File: config.mk
export PLATFORM = sky130hd
export DESIGN_NAME = ushfc_regs
export DESIGN_NICKNAME = d
export VERILOG_FILES = /design/src/logic/ushfc_pkg.sv /design/src/logic/ushfc_regs.sv
export SDC_FILE = /design/constraint.sdc
export NUM_CORES = 2
export LEC_CHECK = 0
export CAP_MARGIN = 20
export CORE_ASPECT_RATIO = 0.8
export CORE_MARGIN = 1
export CORE_UTILIZATION = 45
export DETAILED_ROUTE_END_ITERATION = 10
export DONT_BUFFER_PORTS = 1
export SLEW_MARGIN = 10
export SYNTH_ARGS = -nofsm -noshare
export SYNTH_HDL_FRONTEND = slang
export SYNTH_SLANG_ARGS = --single-unit
File: constraint.sdc
create_clock -name clk_i -period 6.8 [get_ports clk_i]
set_input_delay 1.02 -clock clk_i [delete_from_list [all_inputs] [get_ports clk_i]]
set_output_delay 1.02 -clock clk_i [all_outputs]
set_load 0.005 [all_outputs]
File: src/logic/ushfc_pkg.sv
// Constants for the channel status, divisor and flow-control register block
package ushfc_pkg;
	// Register map
	localparam logic [3:0] ADDR_HOLDING = 4'h0;
	localparam logic [3:0] ADDR_LINE_STATUS = 4'h1;
	localparam logic [3:0] ADDR_MODEM_STATUS = 4'h2;
	localparam logic [3:0] ADDR_SCRATCH = 4'h3;
	localparam logic [3:0] ADDR_DIV_LOW = 4'h4;
	localparam logic [3:0] ADDR_DIV_HIGH = 4'h5;
	localparam logic [3:0] ADDR_FRACTION = 4'h6;
	localparam logic [3:0] ADDR_ENHANCED = 4'h7;
	localparam logic [3:0] ADDR_MODEM_CTRL = 4'h8;
	localparam logic [3:0] ADDR_INT_ENABLES = 4'h9;
	localparam logic [3:0] ADDR_FIFO_CTRL = 4'hA;
	localparam logic [3:0] ADDR_RESUME1 = 4'hB;
	localparam logic [3:0] ADDR_RESUME2 = 4'hC;
	localparam logic [3:0] ADDR_PAUSE1 = 4'hD;
	localparam logic [3:0] ADDR_PAUSE2 = 4'hE;
	// Field positions
	localparam int MC_DTR = 0;
	localparam int MC_RTS = 1;
	localparam int MC_OUT1 = 2;
	localparam int MC_OUT2 = 3;
	localparam int MC_LOOP = 4;
	localparam int IE_LINE = 2;
	localparam int IE_MODEM = 3;
	localparam int EF_ENH = 4;
	localparam int EF_ACTS = 7;
	localparam int FC_FIFO = 0;
	localparam int TAG_PE = 8;
	localparam int TAG_FE = 9;
	localparam int TAG_BI = 10;
	// Reset values
	localparam logic [7:0] RST_SCRATCH = 8'hFF;
	localparam logic [7:0] RST_DIV_LOW = 8'h01;
	localparam logic [7:0] RST_ZERO = 8'h00;
	// Sampling rate codes
	localparam logic [1:0] SAMP_16X = 2'h0;
	localparam logic [1:0] SAMP_8X = 2'h1;
	localparam logic [1:0] SAMP_4X = 2'h2;
endpackage

File: src/logic/ushfc_regs.sv
// Status, divisor and flow-control register block of one serial channel
`timescale 1ns/10ps
module ushfc_regs #(
	parameter int DEPTH = 64
) (
	// Clock and reset
	input wire logic clk_i,
	input wire logic rst_i,
	// Register port
	input wire logic [3:0] addr_i,
	input wire logic [7:0] wdata_i,
	input wire logic we_i,
	input wire logic re_i,
	output logic [7:0] rdata_o,
	// Receiver character events
	input wire logic rx_done_i,
	input wire logic [7:0] rx_data_i,
	input wire logic rx_parity_err_i,
	input wire logic rx_frame_err_i,
	input wire logic rx_break_i,
	// Serial and modem pins, active low where named
	input wire logic rx_line_i,
	input wire logic cts_n_i,
	input wire logic dsr_n_i,
	input wire logic ring_in_n_i,
	input wire logic carrier_in_n_i,
	// Transmit shifter handshake
	input wire logic tx_ready_i,
	input wire logic tx_busy_i,
	output logic tx_valid_o,
	output logic [7:0] tx_data_o,
	// Interrupt requests
	output logic line_irq_o,
	output logic modem_irq_o,
	// Baud configuration
	output logic [15:0] baud_divisor_o,
	output logic [3:0] baud_fraction_o,
	output logic [1:0] sample_rate_o,
	// Modem control and flow control
	output logic [7:0] modem_control_o,
	output logic [15:0] tx_resume_code_o,
	output logic [15:0] tx_pause_code_o,
	output logic [1:0] tx_code_len_o,
	output logic resume_seen_o,
	output logic pause_seen_o
);
	localparam int PW = $clog2(DEPTH);
	localparam int CW = $clog2(DEPTH + 1);

	typedef struct packed {
		logic [DEPTH-1:0][10:0] rx_mem;
		logic [PW-1:0] rx_wp;
		logic [PW-1:0] rx_rp;
		logic [CW-1:0] rx_cnt;
		logic [CW-1:0] err_cnt;
		logic [DEPTH-1:0][7:0] tx_mem;
		logic [PW-1:0] tx_wp;
		logic [PW-1:0] tx_rp;
		logic [CW-1:0] tx_cnt;
		logic overrun;
		logic brk_hold;
		logic rx_s1;
		logic rx_s2;
		logic [3:0] pin_s1;
		logic [3:0] pin_s2;
		logic [3:0] ms_prev;
		logic [3:0] delta;
		logic [7:0] scratch;
		logic [7:0] dll;
		logic [7:0] divisor_high_byte;
		logic [7:0] frac;
		logic [7:0] enhanced_features;
		logic [7:0] modem_control;
		logic [7:0] interrupt_enables;
		logic [7:0] fctl;
		logic [7:0] res1;
		logic [7:0] res2;
		logic [7:0] pau1;
		logic [7:0] pau2;
		logic prev_res1;
		logic prev_pau1;
		logic [7:0] rdata;
		logic tx_valid;
		logic [7:0] tx_data;
		logic line_irq;
		logic modem_irq;
		logic [1:0] samp;
		logic [15:0] res_code;
		logic [15:0] pau_code;
		logic [1:0] code_len;
		logic res_seen;
		logic pau_seen;
	} ushfc_state_t;

	ushfc_state_t s;
	ushfc_state_t next_s;

	logic [3:0] ms_now;
	logic [7:0] ls;
	logic [10:0] rx_head;
	logic rx_full;
	logic tx_full;
	logic push;
	logic pop;
	logic tx_take;
	logic tx_push;
	logic enh;
	logic sel_first;
	logic sel_second;
	logic sel_either;
	logic sel_seq;
	logic head_err;
	logic in_err;

	always_comb begin
		next_s = s;
		next_s.res_seen = 1'b0;
		next_s.pau_seen = 1'b0;
		enh = s.enhanced_features[ushfc_pkg::EF_ENH];
		rx_head = s.rx_mem[s.rx_rp];

		// Pin synchronisers; first stage feeds only the second
		next_s.rx_s1 = rx_line_i;
		next_s.rx_s2 = s.rx_s1;
		next_s.pin_s1 = {carrier_in_n_i, ring_in_n_i, dsr_n_i, cts_n_i};
		next_s.pin_s2 = s.pin_s1;

		// Upper modem bits: pins inverted or looped control bits
		if (s.modem_control[ushfc_pkg::MC_LOOP]) begin
			ms_now = {s.modem_control[ushfc_pkg::MC_OUT2], s.modem_control[ushfc_pkg::MC_OUT1],
				s.modem_control[ushfc_pkg::MC_DTR], s.modem_control[ushfc_pkg::MC_RTS]};
		end else begin
			ms_now = ~s.pin_s2;
		end

		// Storage in non-FIFO mode holds a single entry
		if (s.fctl[ushfc_pkg::FC_FIFO]) begin
			rx_full = s.rx_cnt == CW'(DEPTH);
			tx_full = s.tx_cnt == CW'(DEPTH);
		end else begin
			rx_full = s.rx_cnt != '0;
			tx_full = s.tx_cnt != '0;
		end

		head_err = (s.rx_cnt != '0) && (rx_head[ushfc_pkg::TAG_PE] ||
			rx_head[ushfc_pkg::TAG_FE] || rx_head[ushfc_pkg::TAG_BI]);
		in_err = rx_parity_err_i || rx_frame_err_i || rx_break_i;

		// Line status word built from live state
		ls[0] = s.rx_cnt != '0;
		ls[1] = s.overrun;
		ls[2] = ls[0] && rx_head[ushfc_pkg::TAG_PE];
		ls[3] = ls[0] && rx_head[ushfc_pkg::TAG_FE];
		ls[4] = (ls[0] && rx_head[ushfc_pkg::TAG_BI]) || s.brk_hold;
		ls[5] = s.tx_cnt == '0;
		ls[6] = (s.tx_cnt == '0) && !tx_busy_i;
		ls[7] = s.err_cnt != '0;

		// Break line released: allow the next break character
		if (s.rx_s2) begin
			next_s.brk_hold = 1'b0;
		end

		// Receive push; a repeat break while line stays low is not stored
		push = 1'b0;
		if (rx_done_i && !(rx_break_i && s.brk_hold)) begin
			if (rx_break_i) begin
				next_s.brk_hold = 1'b1;
			end
			if (rx_full) begin
				push = 1'b0;
			end else begin
				push = 1'b1;
			end
		end
		pop = re_i && (addr_i == ushfc_pkg::ADDR_HOLDING) && (s.rx_cnt != '0);
		if (push) begin
			next_s.rx_mem[s.rx_wp] = {rx_break_i, rx_frame_err_i,
				rx_parity_err_i, rx_data_i};
			next_s.rx_wp = PW'(s.rx_wp + 1'b1);
		end
		if (pop) begin
			next_s.rx_rp = PW'(s.rx_rp + 1'b1);
		end
		next_s.rx_cnt = CW'(s.rx_cnt + CW'(push) - CW'(pop));
		// Error count tracks tagged entries in storage
		next_s.err_cnt = CW'(s.err_cnt + CW'(push && in_err)
			- CW'(pop && head_err));

		// Overrun: cleared by a status read, a new overrun wins
		if (re_i && addr_i == ushfc_pkg::ADDR_LINE_STATUS) begin
			next_s.overrun = 1'b0;
		end
		if (rx_done_i && rx_full && !(rx_break_i && s.brk_hold)) begin
			next_s.overrun = 1'b1;
		end

		// Modem change flags; read clears, a fresh change wins
		next_s.ms_prev = ms_now;
		if (re_i && addr_i == ushfc_pkg::ADDR_MODEM_STATUS) begin
			next_s.delta = 4'h0;
		end
		if (ms_now[0] != s.ms_prev[0]) begin
			next_s.delta[0] = 1'b1;
		end
		if (ms_now[1] != s.ms_prev[1]) begin
			next_s.delta[1] = 1'b1;
		end
		// Ring pin going high means its status bit falls
		if (!ms_now[2] && s.ms_prev[2]) begin
			next_s.delta[2] = 1'b1;
		end
		if (ms_now[3] != s.ms_prev[3]) begin
			next_s.delta[3] = 1'b1;
		end

		// Transmit storage; host write is dropped when full
		tx_take = s.tx_valid && tx_ready_i;
		tx_push = we_i && (addr_i == ushfc_pkg::ADDR_HOLDING) && !tx_full;
		if (tx_push) begin
			next_s.tx_mem[s.tx_wp] = wdata_i;
			next_s.tx_wp = PW'(s.tx_wp + 1'b1);
		end
		if (tx_take) begin
			next_s.tx_rp = PW'(s.tx_rp + 1'b1);
		end
		next_s.tx_cnt = CW'(s.tx_cnt + CW'(tx_push) - CW'(tx_take));

		// Register writes; enhanced fields only with enhanced enable
		if (we_i) begin
			unique case (addr_i)
				ushfc_pkg::ADDR_SCRATCH: next_s.scratch = wdata_i;
				ushfc_pkg::ADDR_DIV_LOW: next_s.dll = wdata_i;
				ushfc_pkg::ADDR_DIV_HIGH: next_s.divisor_high_byte = wdata_i;
				ushfc_pkg::ADDR_FRACTION: begin
					if (enh) begin
						next_s.frac = wdata_i;
					end
				end
				ushfc_pkg::ADDR_ENHANCED: next_s.enhanced_features = wdata_i;
				ushfc_pkg::ADDR_MODEM_CTRL: begin
					next_s.modem_control[4:0] = wdata_i[4:0];
					if (enh) begin
						next_s.modem_control[7:5] = wdata_i[7:5];
					end
				end
				ushfc_pkg::ADDR_INT_ENABLES: begin
					next_s.interrupt_enables[3:0] = wdata_i[3:0];
					if (enh) begin
						next_s.interrupt_enables[7:4] = wdata_i[7:4];
					end
				end
				ushfc_pkg::ADDR_FIFO_CTRL: next_s.fctl = wdata_i;
				ushfc_pkg::ADDR_RESUME1: next_s.res1 = wdata_i;
				ushfc_pkg::ADDR_RESUME2: next_s.res2 = wdata_i;
				ushfc_pkg::ADDR_PAUSE1: next_s.pau1 = wdata_i;
				ushfc_pkg::ADDR_PAUSE2: next_s.pau2 = wdata_i;
				default: begin
				end
			endcase
		end

		// Read data, valid the cycle after the strobe only
		next_s.rdata = 8'h00;
		if (re_i) begin
			unique case (addr_i)
				ushfc_pkg::ADDR_HOLDING: next_s.rdata = rx_head[7:0];
				ushfc_pkg::ADDR_LINE_STATUS: next_s.rdata = ls;
				ushfc_pkg::ADDR_MODEM_STATUS: next_s.rdata = {ms_now, s.delta};
				ushfc_pkg::ADDR_SCRATCH: next_s.rdata = s.scratch;
				ushfc_pkg::ADDR_DIV_LOW: next_s.rdata = s.dll;
				ushfc_pkg::ADDR_DIV_HIGH: next_s.rdata = s.divisor_high_byte;
				ushfc_pkg::ADDR_FRACTION: begin
					if (enh) begin
						next_s.rdata = {2'h0, s.frac[5:0]};
					end
				end
				ushfc_pkg::ADDR_ENHANCED: next_s.rdata = s.enhanced_features;
				ushfc_pkg::ADDR_MODEM_CTRL: next_s.rdata = s.modem_control;
				ushfc_pkg::ADDR_INT_ENABLES: next_s.rdata = s.interrupt_enables;
				ushfc_pkg::ADDR_FIFO_CTRL: next_s.rdata = s.fctl;
				ushfc_pkg::ADDR_RESUME1: next_s.rdata = s.res1;
				ushfc_pkg::ADDR_RESUME2: next_s.rdata = s.res2;
				ushfc_pkg::ADDR_PAUSE1: next_s.rdata = s.pau1;
				ushfc_pkg::ADDR_PAUSE2: next_s.rdata = s.pau2;
				default: next_s.rdata = 8'h00;
			endcase
		end

		// Receive flow matching; selection assumed cleared between changes
		sel_first = s.enhanced_features[1:0] == 2'b10;
		sel_second = s.enhanced_features[1:0] == 2'b01;
		sel_either = (s.enhanced_features[1:0] == 2'b11) &&
			(s.enhanced_features[3:2] == 2'b10 || s.enhanced_features[3:2] == 2'b01);
		sel_seq = (s.enhanced_features[1:0] == 2'b11) && !sel_either;
		if (rx_done_i && !rx_break_i) begin
			next_s.prev_res1 = rx_data_i == s.res1;
			next_s.prev_pau1 = rx_data_i == s.pau1;
			next_s.res_seen = (sel_first && rx_data_i == s.res1) ||
				(sel_second && rx_data_i == s.res2) ||
				(sel_either && (rx_data_i == s.res1 || rx_data_i == s.res2)) ||
				(sel_seq && s.prev_res1 && rx_data_i == s.res2);
			next_s.pau_seen = (sel_first && rx_data_i == s.pau1) ||
				(sel_second && rx_data_i == s.pau2) ||
				(sel_either && (rx_data_i == s.pau1 || rx_data_i == s.pau2)) ||
				(sel_seq && s.prev_pau1 && rx_data_i == s.pau2);
		end

		// Transmit flow codes; upper byte goes out first when dual
		unique case (next_s.enhanced_features[3:2])
			2'b00: begin
				next_s.res_code = 16'h0000;
				next_s.pau_code = 16'h0000;
				next_s.code_len = 2'h0;
			end
			2'b10: begin
				next_s.res_code = {8'h00, next_s.res1};
				next_s.pau_code = {8'h00, next_s.pau1};
				next_s.code_len = 2'h1;
			end
			2'b01: begin
				next_s.res_code = {8'h00, next_s.res2};
				next_s.pau_code = {8'h00, next_s.pau2};
				next_s.code_len = 2'h1;
			end
			2'b11: begin
				next_s.res_code = {next_s.res1, next_s.res2};
				next_s.pau_code = {next_s.pau1, next_s.pau2};
				next_s.code_len = 2'h2;
			end
		endcase

		// Sampling select; bit 5 overrides bit 4
		if (next_s.frac[5]) begin
			next_s.samp = ushfc_pkg::SAMP_4X;
		end else if (next_s.frac[4]) begin
			next_s.samp = ushfc_pkg::SAMP_8X;
		end else begin
			next_s.samp = ushfc_pkg::SAMP_16X;
		end

		// Hand the head to the shifter unless auto flow holds it off
		next_s.tx_valid = (next_s.tx_cnt != '0) &&
			!(next_s.enhanced_features[ushfc_pkg::EF_ACTS] && s.pin_s2[0]);
		next_s.tx_data = next_s.tx_mem[next_s.tx_rp];

		// Interrupt requests from next state so they track flags
		next_s.line_irq = next_s.interrupt_enables[ushfc_pkg::IE_LINE] &&
			(next_s.overrun || (next_s.rx_cnt != '0 &&
			(next_s.rx_mem[next_s.rx_rp][ushfc_pkg::TAG_PE] ||
			next_s.rx_mem[next_s.rx_rp][ushfc_pkg::TAG_FE] ||
			next_s.rx_mem[next_s.rx_rp][ushfc_pkg::TAG_BI])));
		next_s.modem_irq = next_s.interrupt_enables[ushfc_pkg::IE_MODEM] &&
			(next_s.delta != 4'h0);
	end

	// State register; pins idle high so synchronisers reset to one
	always_ff @(posedge clk_i) begin
		if (rst_i) begin
			s <= '0;
			s.rx_s1 <= 1'b1;
			s.rx_s2 <= 1'b1;
			s.pin_s1 <= 4'hF;
			s.pin_s2 <= 4'hF;
			s.scratch <= ushfc_pkg::RST_SCRATCH;
			s.dll <= ushfc_pkg::RST_DIV_LOW;
			s.divisor_high_byte <= ushfc_pkg::RST_ZERO;
			s.frac <= ushfc_pkg::RST_ZERO;
			s.enhanced_features <= ushfc_pkg::RST_ZERO;
		end else begin
			s <= next_s;
		end
	end

	// Outputs taken straight from state flops
	assign rdata_o = s.rdata;
	assign tx_valid_o = s.tx_valid;
	assign tx_data_o = s.tx_data;
	assign line_irq_o = s.line_irq;
	assign modem_irq_o = s.modem_irq;
	assign baud_divisor_o = {s.divisor_high_byte, s.dll};
	assign baud_fraction_o = s.frac[3:0];
	assign sample_rate_o = s.samp;
	assign modem_control_o = s.modem_control;
	assign tx_resume_code_o = s.res_code;
	assign tx_pause_code_o = s.pau_code;
	assign tx_code_len_o = s.code_len;
	assign resume_seen_o = s.res_seen;
	assign pause_seen_o = s.pau_seen;
endmodule

### After elaboration in Yosys (flattened, before gate mapping)

Index checks and enable logic that the tools add are counted.
W data, S select, Z words.

| operators by class | value |
|---|---|
| add/subtract/negate cells | 10 |
| magnitude comparators | 7 |
| eq/ne operators | 31 |
| multiplexer cells | 49 |
| bitwise logic cells | 3 |
| reductions and logical operators | 85 |

Operators with widths:

| cell | count |
|---|---|
| $mux W710 | 1 |
| $bwmux W704 | 1 |
| $mux W518 | 1 |
| $bwmux W512 | 1 |
| $pmux W34 S4 | 1 |
| $bmux W11 S6 | 2 |
| $pmux W8 S15 | 1 |
| $mux W8 | 10 |
| $mux W70 | 1 |
| $demux W11 S6 | 1 |
| $bmux W8 S6 | 1 |
| $demux W8 S6 | 1 |
| $logic_and A1 B1 Y1 | 39 |
| $lt A6 B7 Y1 const B | 5 |
| $reduce_bool A7 Y1 | 5 |
| $mux W11 | 3 |
| $eq A8 B8 Y1 | 4 |
| $mux W6 | 5 |
| $eq A4 B4 Y1 const B | 7 |
| $add A6 B1 Y6 const B | 4 |
| $add A7 B1 Y7 | 3 |
| $sub A7 B1 Y7 | 3 |
| $logic_or A1 B1 Y1 | 17 |
| $eq A4 B3 Y1 const B | 4 |
| other kinds (21) | 64 |

| word-level totals | value |
|---|---|
| bits in registers | 1434 |
| input port bits | 35 |
| output and inout bits | 85 |

### Logic depth before layout (Yosys ltp)

| logic depth | value |
|---|---|
| word-level depth | 13 |
| mapped depth | 23 |

### Least setup slack after synthesis

No wires, ideal clock.

| path | value |
|---|---|
| path type | reg-to-reg |
| start point | reg s[720] in the netlist's numbering |
| end point | reg s[712] in the netlist's numbering |
| data arrival time | 4.541 ns |
| data required time | 6.730 ns |
| path slack | 2.189 ns |
| stages on the path, launching flop included | 18 |
| buffers on the path | 2 |
| period minus slack after synthesis | 4.611 ns |
| cells stage by stage | dfxtp_1 buf_2 buf_1 mux4_2 mux4_2 mux4_2 nor3_1 nor2_1 ha_1 inv_1 ha_1 fa_1 a21oi_1 o21bai_1 a21oi_1 nor2_1 or3_1 a21oi_1 |

| on the way | value |
|---|---|
| word-level cells in the longest chain between the ends | 7 |

RTL lines:

| item | RTL line | text |
|---|---|---|
| start, declared | ushfc_regs.sv:95 | `ushfc_state_t s;` |
| start signal, assigned | ushfc_regs.sv:371 | `s <= next_s;` |
| $bmux W11 S6 * | ushfc_regs.sv:120 | `rx_head = s.rx_mem[s.rx_rp];` |
| $mux W11 (implied by the code) * | ushfc_regs.sv:120 |  |
| $logic_or A1 B1 Y1 | ushfc_regs.sv:145 | `head_err = (s.rx_cnt != '0) && (rx_head[ushfc_pkg::TAG_PE] \|\|` |
| $logic_or A1 B1 Y1 * | ushfc_regs.sv:146 | `rx_head[ushfc_pkg::TAG_FE] \|\| rx_head[ushfc_pkg::TAG_BI]);` |
| $logic_and A1 B1 Y1 * | ushfc_regs.sv:145 |  |
| $logic_and A1 B1 Y1 * | ushfc_regs.sv:188 | `- CW'(pop && head_err));` |
| $sub A7 B1 Y7 * | ushfc_regs.sv:188 |  |

Every way passes the cells marked *; elsewhere a longest branch is shown, timed or not. The select of a mux whose other input is x is not followed.
A chain may end at the register's enable or synchronous reset.

### Worst setup path in the final report

Ends and elaborated chain as after synthesis.

==> results <==
- The total overflow reported by the global router is 0.
- Dividing the detail-routed wire length by the instance count gives approximately 26 um.
- Entering global routing, the biggest net connects 1389 pins.
- The critical path class is reg2reg.
- At the worst endpoint, the arrival time is just over 6000 ps.
- The worst reg2reg path endpoint is s[712]$_SDFF_PP0_.
- The via count of the first global-routing pass came to 58300.
- After clock tree synthesis, the flow added hold-fix buffers numbering 0.
- The net switching power figure is 5.53 mW.
- The H-tree was split into 4 levels.
- Counting along the longest clock path gives a buffer depth of 3.
- The number of gates given a new drive strength after cts is 0.
- The worst hold endpoint is s[648]$_SDFF_PP0_.
- Cells fill 49.4% of the core in the end.
- The synthesized netlist devotes 17.6% of its cell area to compound gates.
- Once layout is complete, the cells apart from fillers number 10200.
- IR analysis of the VDD net gives a maximum drop of 0.000241 V.
- The height of the die is 349 um.
- For this design the ratio of total power to cell area is 270 nW/um2.
- The count of TritonRoute iterations in the first routing pass is 9.
- The post-route netlist has roughly a tenth of its cells at a drive strength greater than 1.
- STA classifies the critical path startpoint as a flip-flop.
- The final setup skew is 26.1 ps.
- The number of CTS-inserted buffers is approximately 150.
- The total area inside the core boundary comes to 150000 um2.
- Across the run, the number of max-cap violations was 0.
- Setup repair after global routing left no endpoint under its margin.
- The number of nets handed over by synthesis was about 8600.
- The slew at the pin with the worst max-slew slack is 1760 ps.
- Global routing used 33.7% of the available tracks.
- The number of instances in the placed design is 9916.
- The top flip-flop cell by instance count after synthesis is dfxtp_1.
- In the final design database the tool counted 8159 nets.
- 120 I/O pins were placed.
- Of all nets on the critical path, the largest fanout is 38.
- The routability congestion estimate is 1.01.
- The XOR/XNOR share of the synthesized area is 1.12%.
- The die extent in x is 436 um.
- The number of antenna violations at the first check in global routing came to 14.
- The area added between synthesis and finish is 9.03%.
- The clock network is responsible for 44.5% of the overall power.
- The synthesized netlist occupies a cell area of 67900 um2.
- The multiplexer share of the synthesized area is 10.6%.
- The worst register-to-register path has a setup slack of 1440 ps.
- The wire length reported by the detailed router is 267 mm.
- The worst setup path startpoint is s[720]$_SDFF_PP0_.
- The initial utilization of the core area, before any placement, comes to 45.3%.
- The worst hold slack across all endpoints is 291 ps.
- The overall power of the completed layout is 20.0 mW.
- Row generation in the floorplan step produced 127 rows.
- Counting I/O delays and the setup requirement, the final critical path takes about 5400 ps.
- The HPWL reported at the end of detailed placement is 173 mm.
- The number of setup violations in the final report is 0.
- The mean number of vias per cell is 6.32.
- The number of design rule violations left after detail routing is 0.
- The filler cell count is approximately 14000.
- Once layout is done, the placed cells without fillers occupy 74000 um2.
- The adder and majority gate portion of the synthesized area is 0.752%.
- The post-synthesis sequential element count is 1433.
- The capturing element type of the critical path is a flip-flop.
- Each instance of the synthesized netlist takes up on average 7.95 um2.
- The post-placement worst setup slack is around 1500 ps.
- Clock-pin slew was measured on the worst setup and hold paths at 60 ps.
- The fraction of registers with async set or reset after synthesis is 0%.
- The class of the worst hold path is in2reg.
- By area, the combinational part of the netlist is dominated by simple AND/OR/NAND/NOR gates.
- The relative slew slack is -17.4%.
- The part of the cycle the worst path needs is 78.8%.
- The data required time at the worst endpoint is 7520 ps.
- The critical hold path startpoint is rst_i.
- The iteration-0 DRC count of the detailed router is 9881.
- The number of input and output port buffers inserted is 0.
- The total of warnings raised by yosys is 0.
- The area share of and/or/nand/nor cells after synthesis is 22.3%.
- The detailed router placed ~65000 vias in this run.
- Once placement finished, the instance area stood at ~70000 um2.
- The final count of hold timing violations was 0.
- The post-route setup TNS is 0 ps.
- The run finished, with violations left.
- The count of flip-flops with a built-in enable after synthesis is 0.
- Counting instances, the worst hold path has a depth of 1.
- Based on the critical path, the design can be clocked at up to 0.187 GHz.
- The worst register-to-register path begins at s[720]$_SDFF_PP0_.
- The wire length of the first global-routing pass is approximately 390 mm.
- The post-detailed-route count of antenna-violating nets is 0.
- The number of library cell types mapped by synthesis is 98.
- TritonCTS built the clock tree.
- The internal power summed over all cells is 14.4 mW.
- The path depth of the worst reg2reg path is 16.
- The max-slew violation count came to between 150 and 200.
- Of the total power, registers draw 43.0%.
- Summing the sequential cell areas from Yosys gives between 40% and 50% of the chip area.
- The master cell of the clock root buffer is clkbuf_16.
- The clock sink total is roughly 1400.
- The number of cells produced by synthesis is 8538.
- The setup fix buffers added after clock tree synthesis is 0.
- At the later pin of the worst-skew pair, clock insertion delay measures 820 ps.
- The full die area is 152000 um2.
- Combinational logic burns 12.5% of the power.
- In this run switching power makes up 27.7% of total power.
- Setup slack on the critical path of the routed design comes to 1440 ps.
- The total leakage power is about 23 nW.
- The final reports fail on slew limit.
==> cells in the mapped netlist, types with 8 or more instances <==
cell / n / area, um2
a32oi_1: 10 / 87.6
buf_4: 89 / 668
and3_1: 24 / 150
o311ai_1: 8 / 70.1
nor4_1: 32 / 200
nand2_1: 2594 / 9740
and2_1: 11 / 68.8
a22oi_1: 17 / 128
ha_1: 36 / 450
or2_2: 15 / 93.8
o211ai_1: 42 / 315
o21ai_0: 107 / 536
nand4_1: 47 / 294
a31oi_1: 32 / 200
o2111ai_1: 16 / 140
a21oi_1: 1404 / 7030
or3_1: 25 / 156
buf_2: 74 / 370
a2111oi_0: 13 / 114
xnor2_1: 53 / 464
nand3_1: 165 / 826
nor2_1: 482 / 1810
nand2b_1: 20 / 125
nor2b_1: 39 / 244
mux2_2: 17 / 191
clkbuf_1: 556 / 2090
mux2i_1: 176 / 1760
o22ai_1: 68 / 425
dfxtp_1: 1433 / 28700
buf_1: 55 / 206
o221ai_1: 158 / 1380
a311oi_1: 8 / 70.1
o32ai_1: 11 / 96.3
nor2_2: 10 / 62.6
nand2_2: 9 / 56.3
a221oi_1: 18 / 158
nor3_1: 147 / 736
mux4_2: 232 / 5230
o311ai_0: 29 / 254
a211oi_1: 26 / 195
inv_1: 53 / 199
a211o_1: 17 / 149
xor2_1: 22 / 193
o21bai_1: 8 / 60.1
==> worst max-delay path, cell delays in order (launching register included) <==
cell and delay [ps]:
dfxtp_4 760, buf_12 380, mux4_2 560, mux4_2 560
mux4_2 500, nor3_1 230, nor2_1 170, ha_1 350
inv_1 50, ha_1 200, fa_1 440, a21oi_1 180
o21bai_1 110, a21oi_1 150, nor2_1 60, or3_1 340
a21oi_1 140
==> cells by family after synthesis <==
family / Yosys count
adders and majority gates: 39
and+or+nand+nor: 3671
DFF: 1433
xor gates and xnor gates: 80
AOI/OAI and AO/OA: 2057
muxes: 426
buffers and inverters: 832
==> worst max path at each step <==
stage | end | depth (start not counted)
after global routing | s[712]$_SDFF_PP0_ | 16
after floorplan | s[712]$_SDFF_PP0_ | 17
after global placement | s[712]$_SDFF_PP0_ | 16
after detailed placement | s[712]$_SDFF_PP0_ | 16
final | s[712]$_SDFF_PP0_ | 16
after CTS | s[712]$_SDFF_PP0_ | 16
==> layer usage <==
layer / vias to the layer above / share of wire, % / track usage [%]
li1: 28700 / - / -
met1: 31300 / 43 / 48.7
met2: 3972 / 39 / 45.5
met3: 611 / 14 / 11.7
met4: 18 / 3.8 / 12.5
met5: - / 0.047 / 0
==> layout by cell type, fill, tap and decap left out, types with 138 or more instances in the layout <==
cell type	count
clkbuf_16	158
nor3_1	138
a21oi_1	1404
mux4_2	232
nor2_1	474
o221ai_1	158
mux2i_1	173
dfxtp_1	1429
nand2_1	2594
nand3_1	165
buf_4	154
==> power groups by stage <==
stage          logic (mW)  registers, mW  clock network, mW
6_report             2.50           8.59               8.89
5_1_grt              2.65           8.59               9.30
4_1_cts              2.27           8.58               8.97
3_5_place_dp         2.26           8.77                  0
3_3_place_gp         2.25           8.77                  0
2_1_floorplan        1.81           8.71                  0
==> final cells by class <==
cell class              instances  area [um2]  share of cell area [%]
multi-input cells            6273       35800                    48.4
flip-flops and latches       1433       28700                    38.8
clock buffers                 225        4610                    6.22
well taps                    1999        2500                    3.38
repair buffers                169        1420                    1.92
clock inverters                56         728                   0.984
inverters                      54         203                   0.274
diodes                          5        12.5                  0.0169
Note: power is estimated with default switching activity, not from simulation.
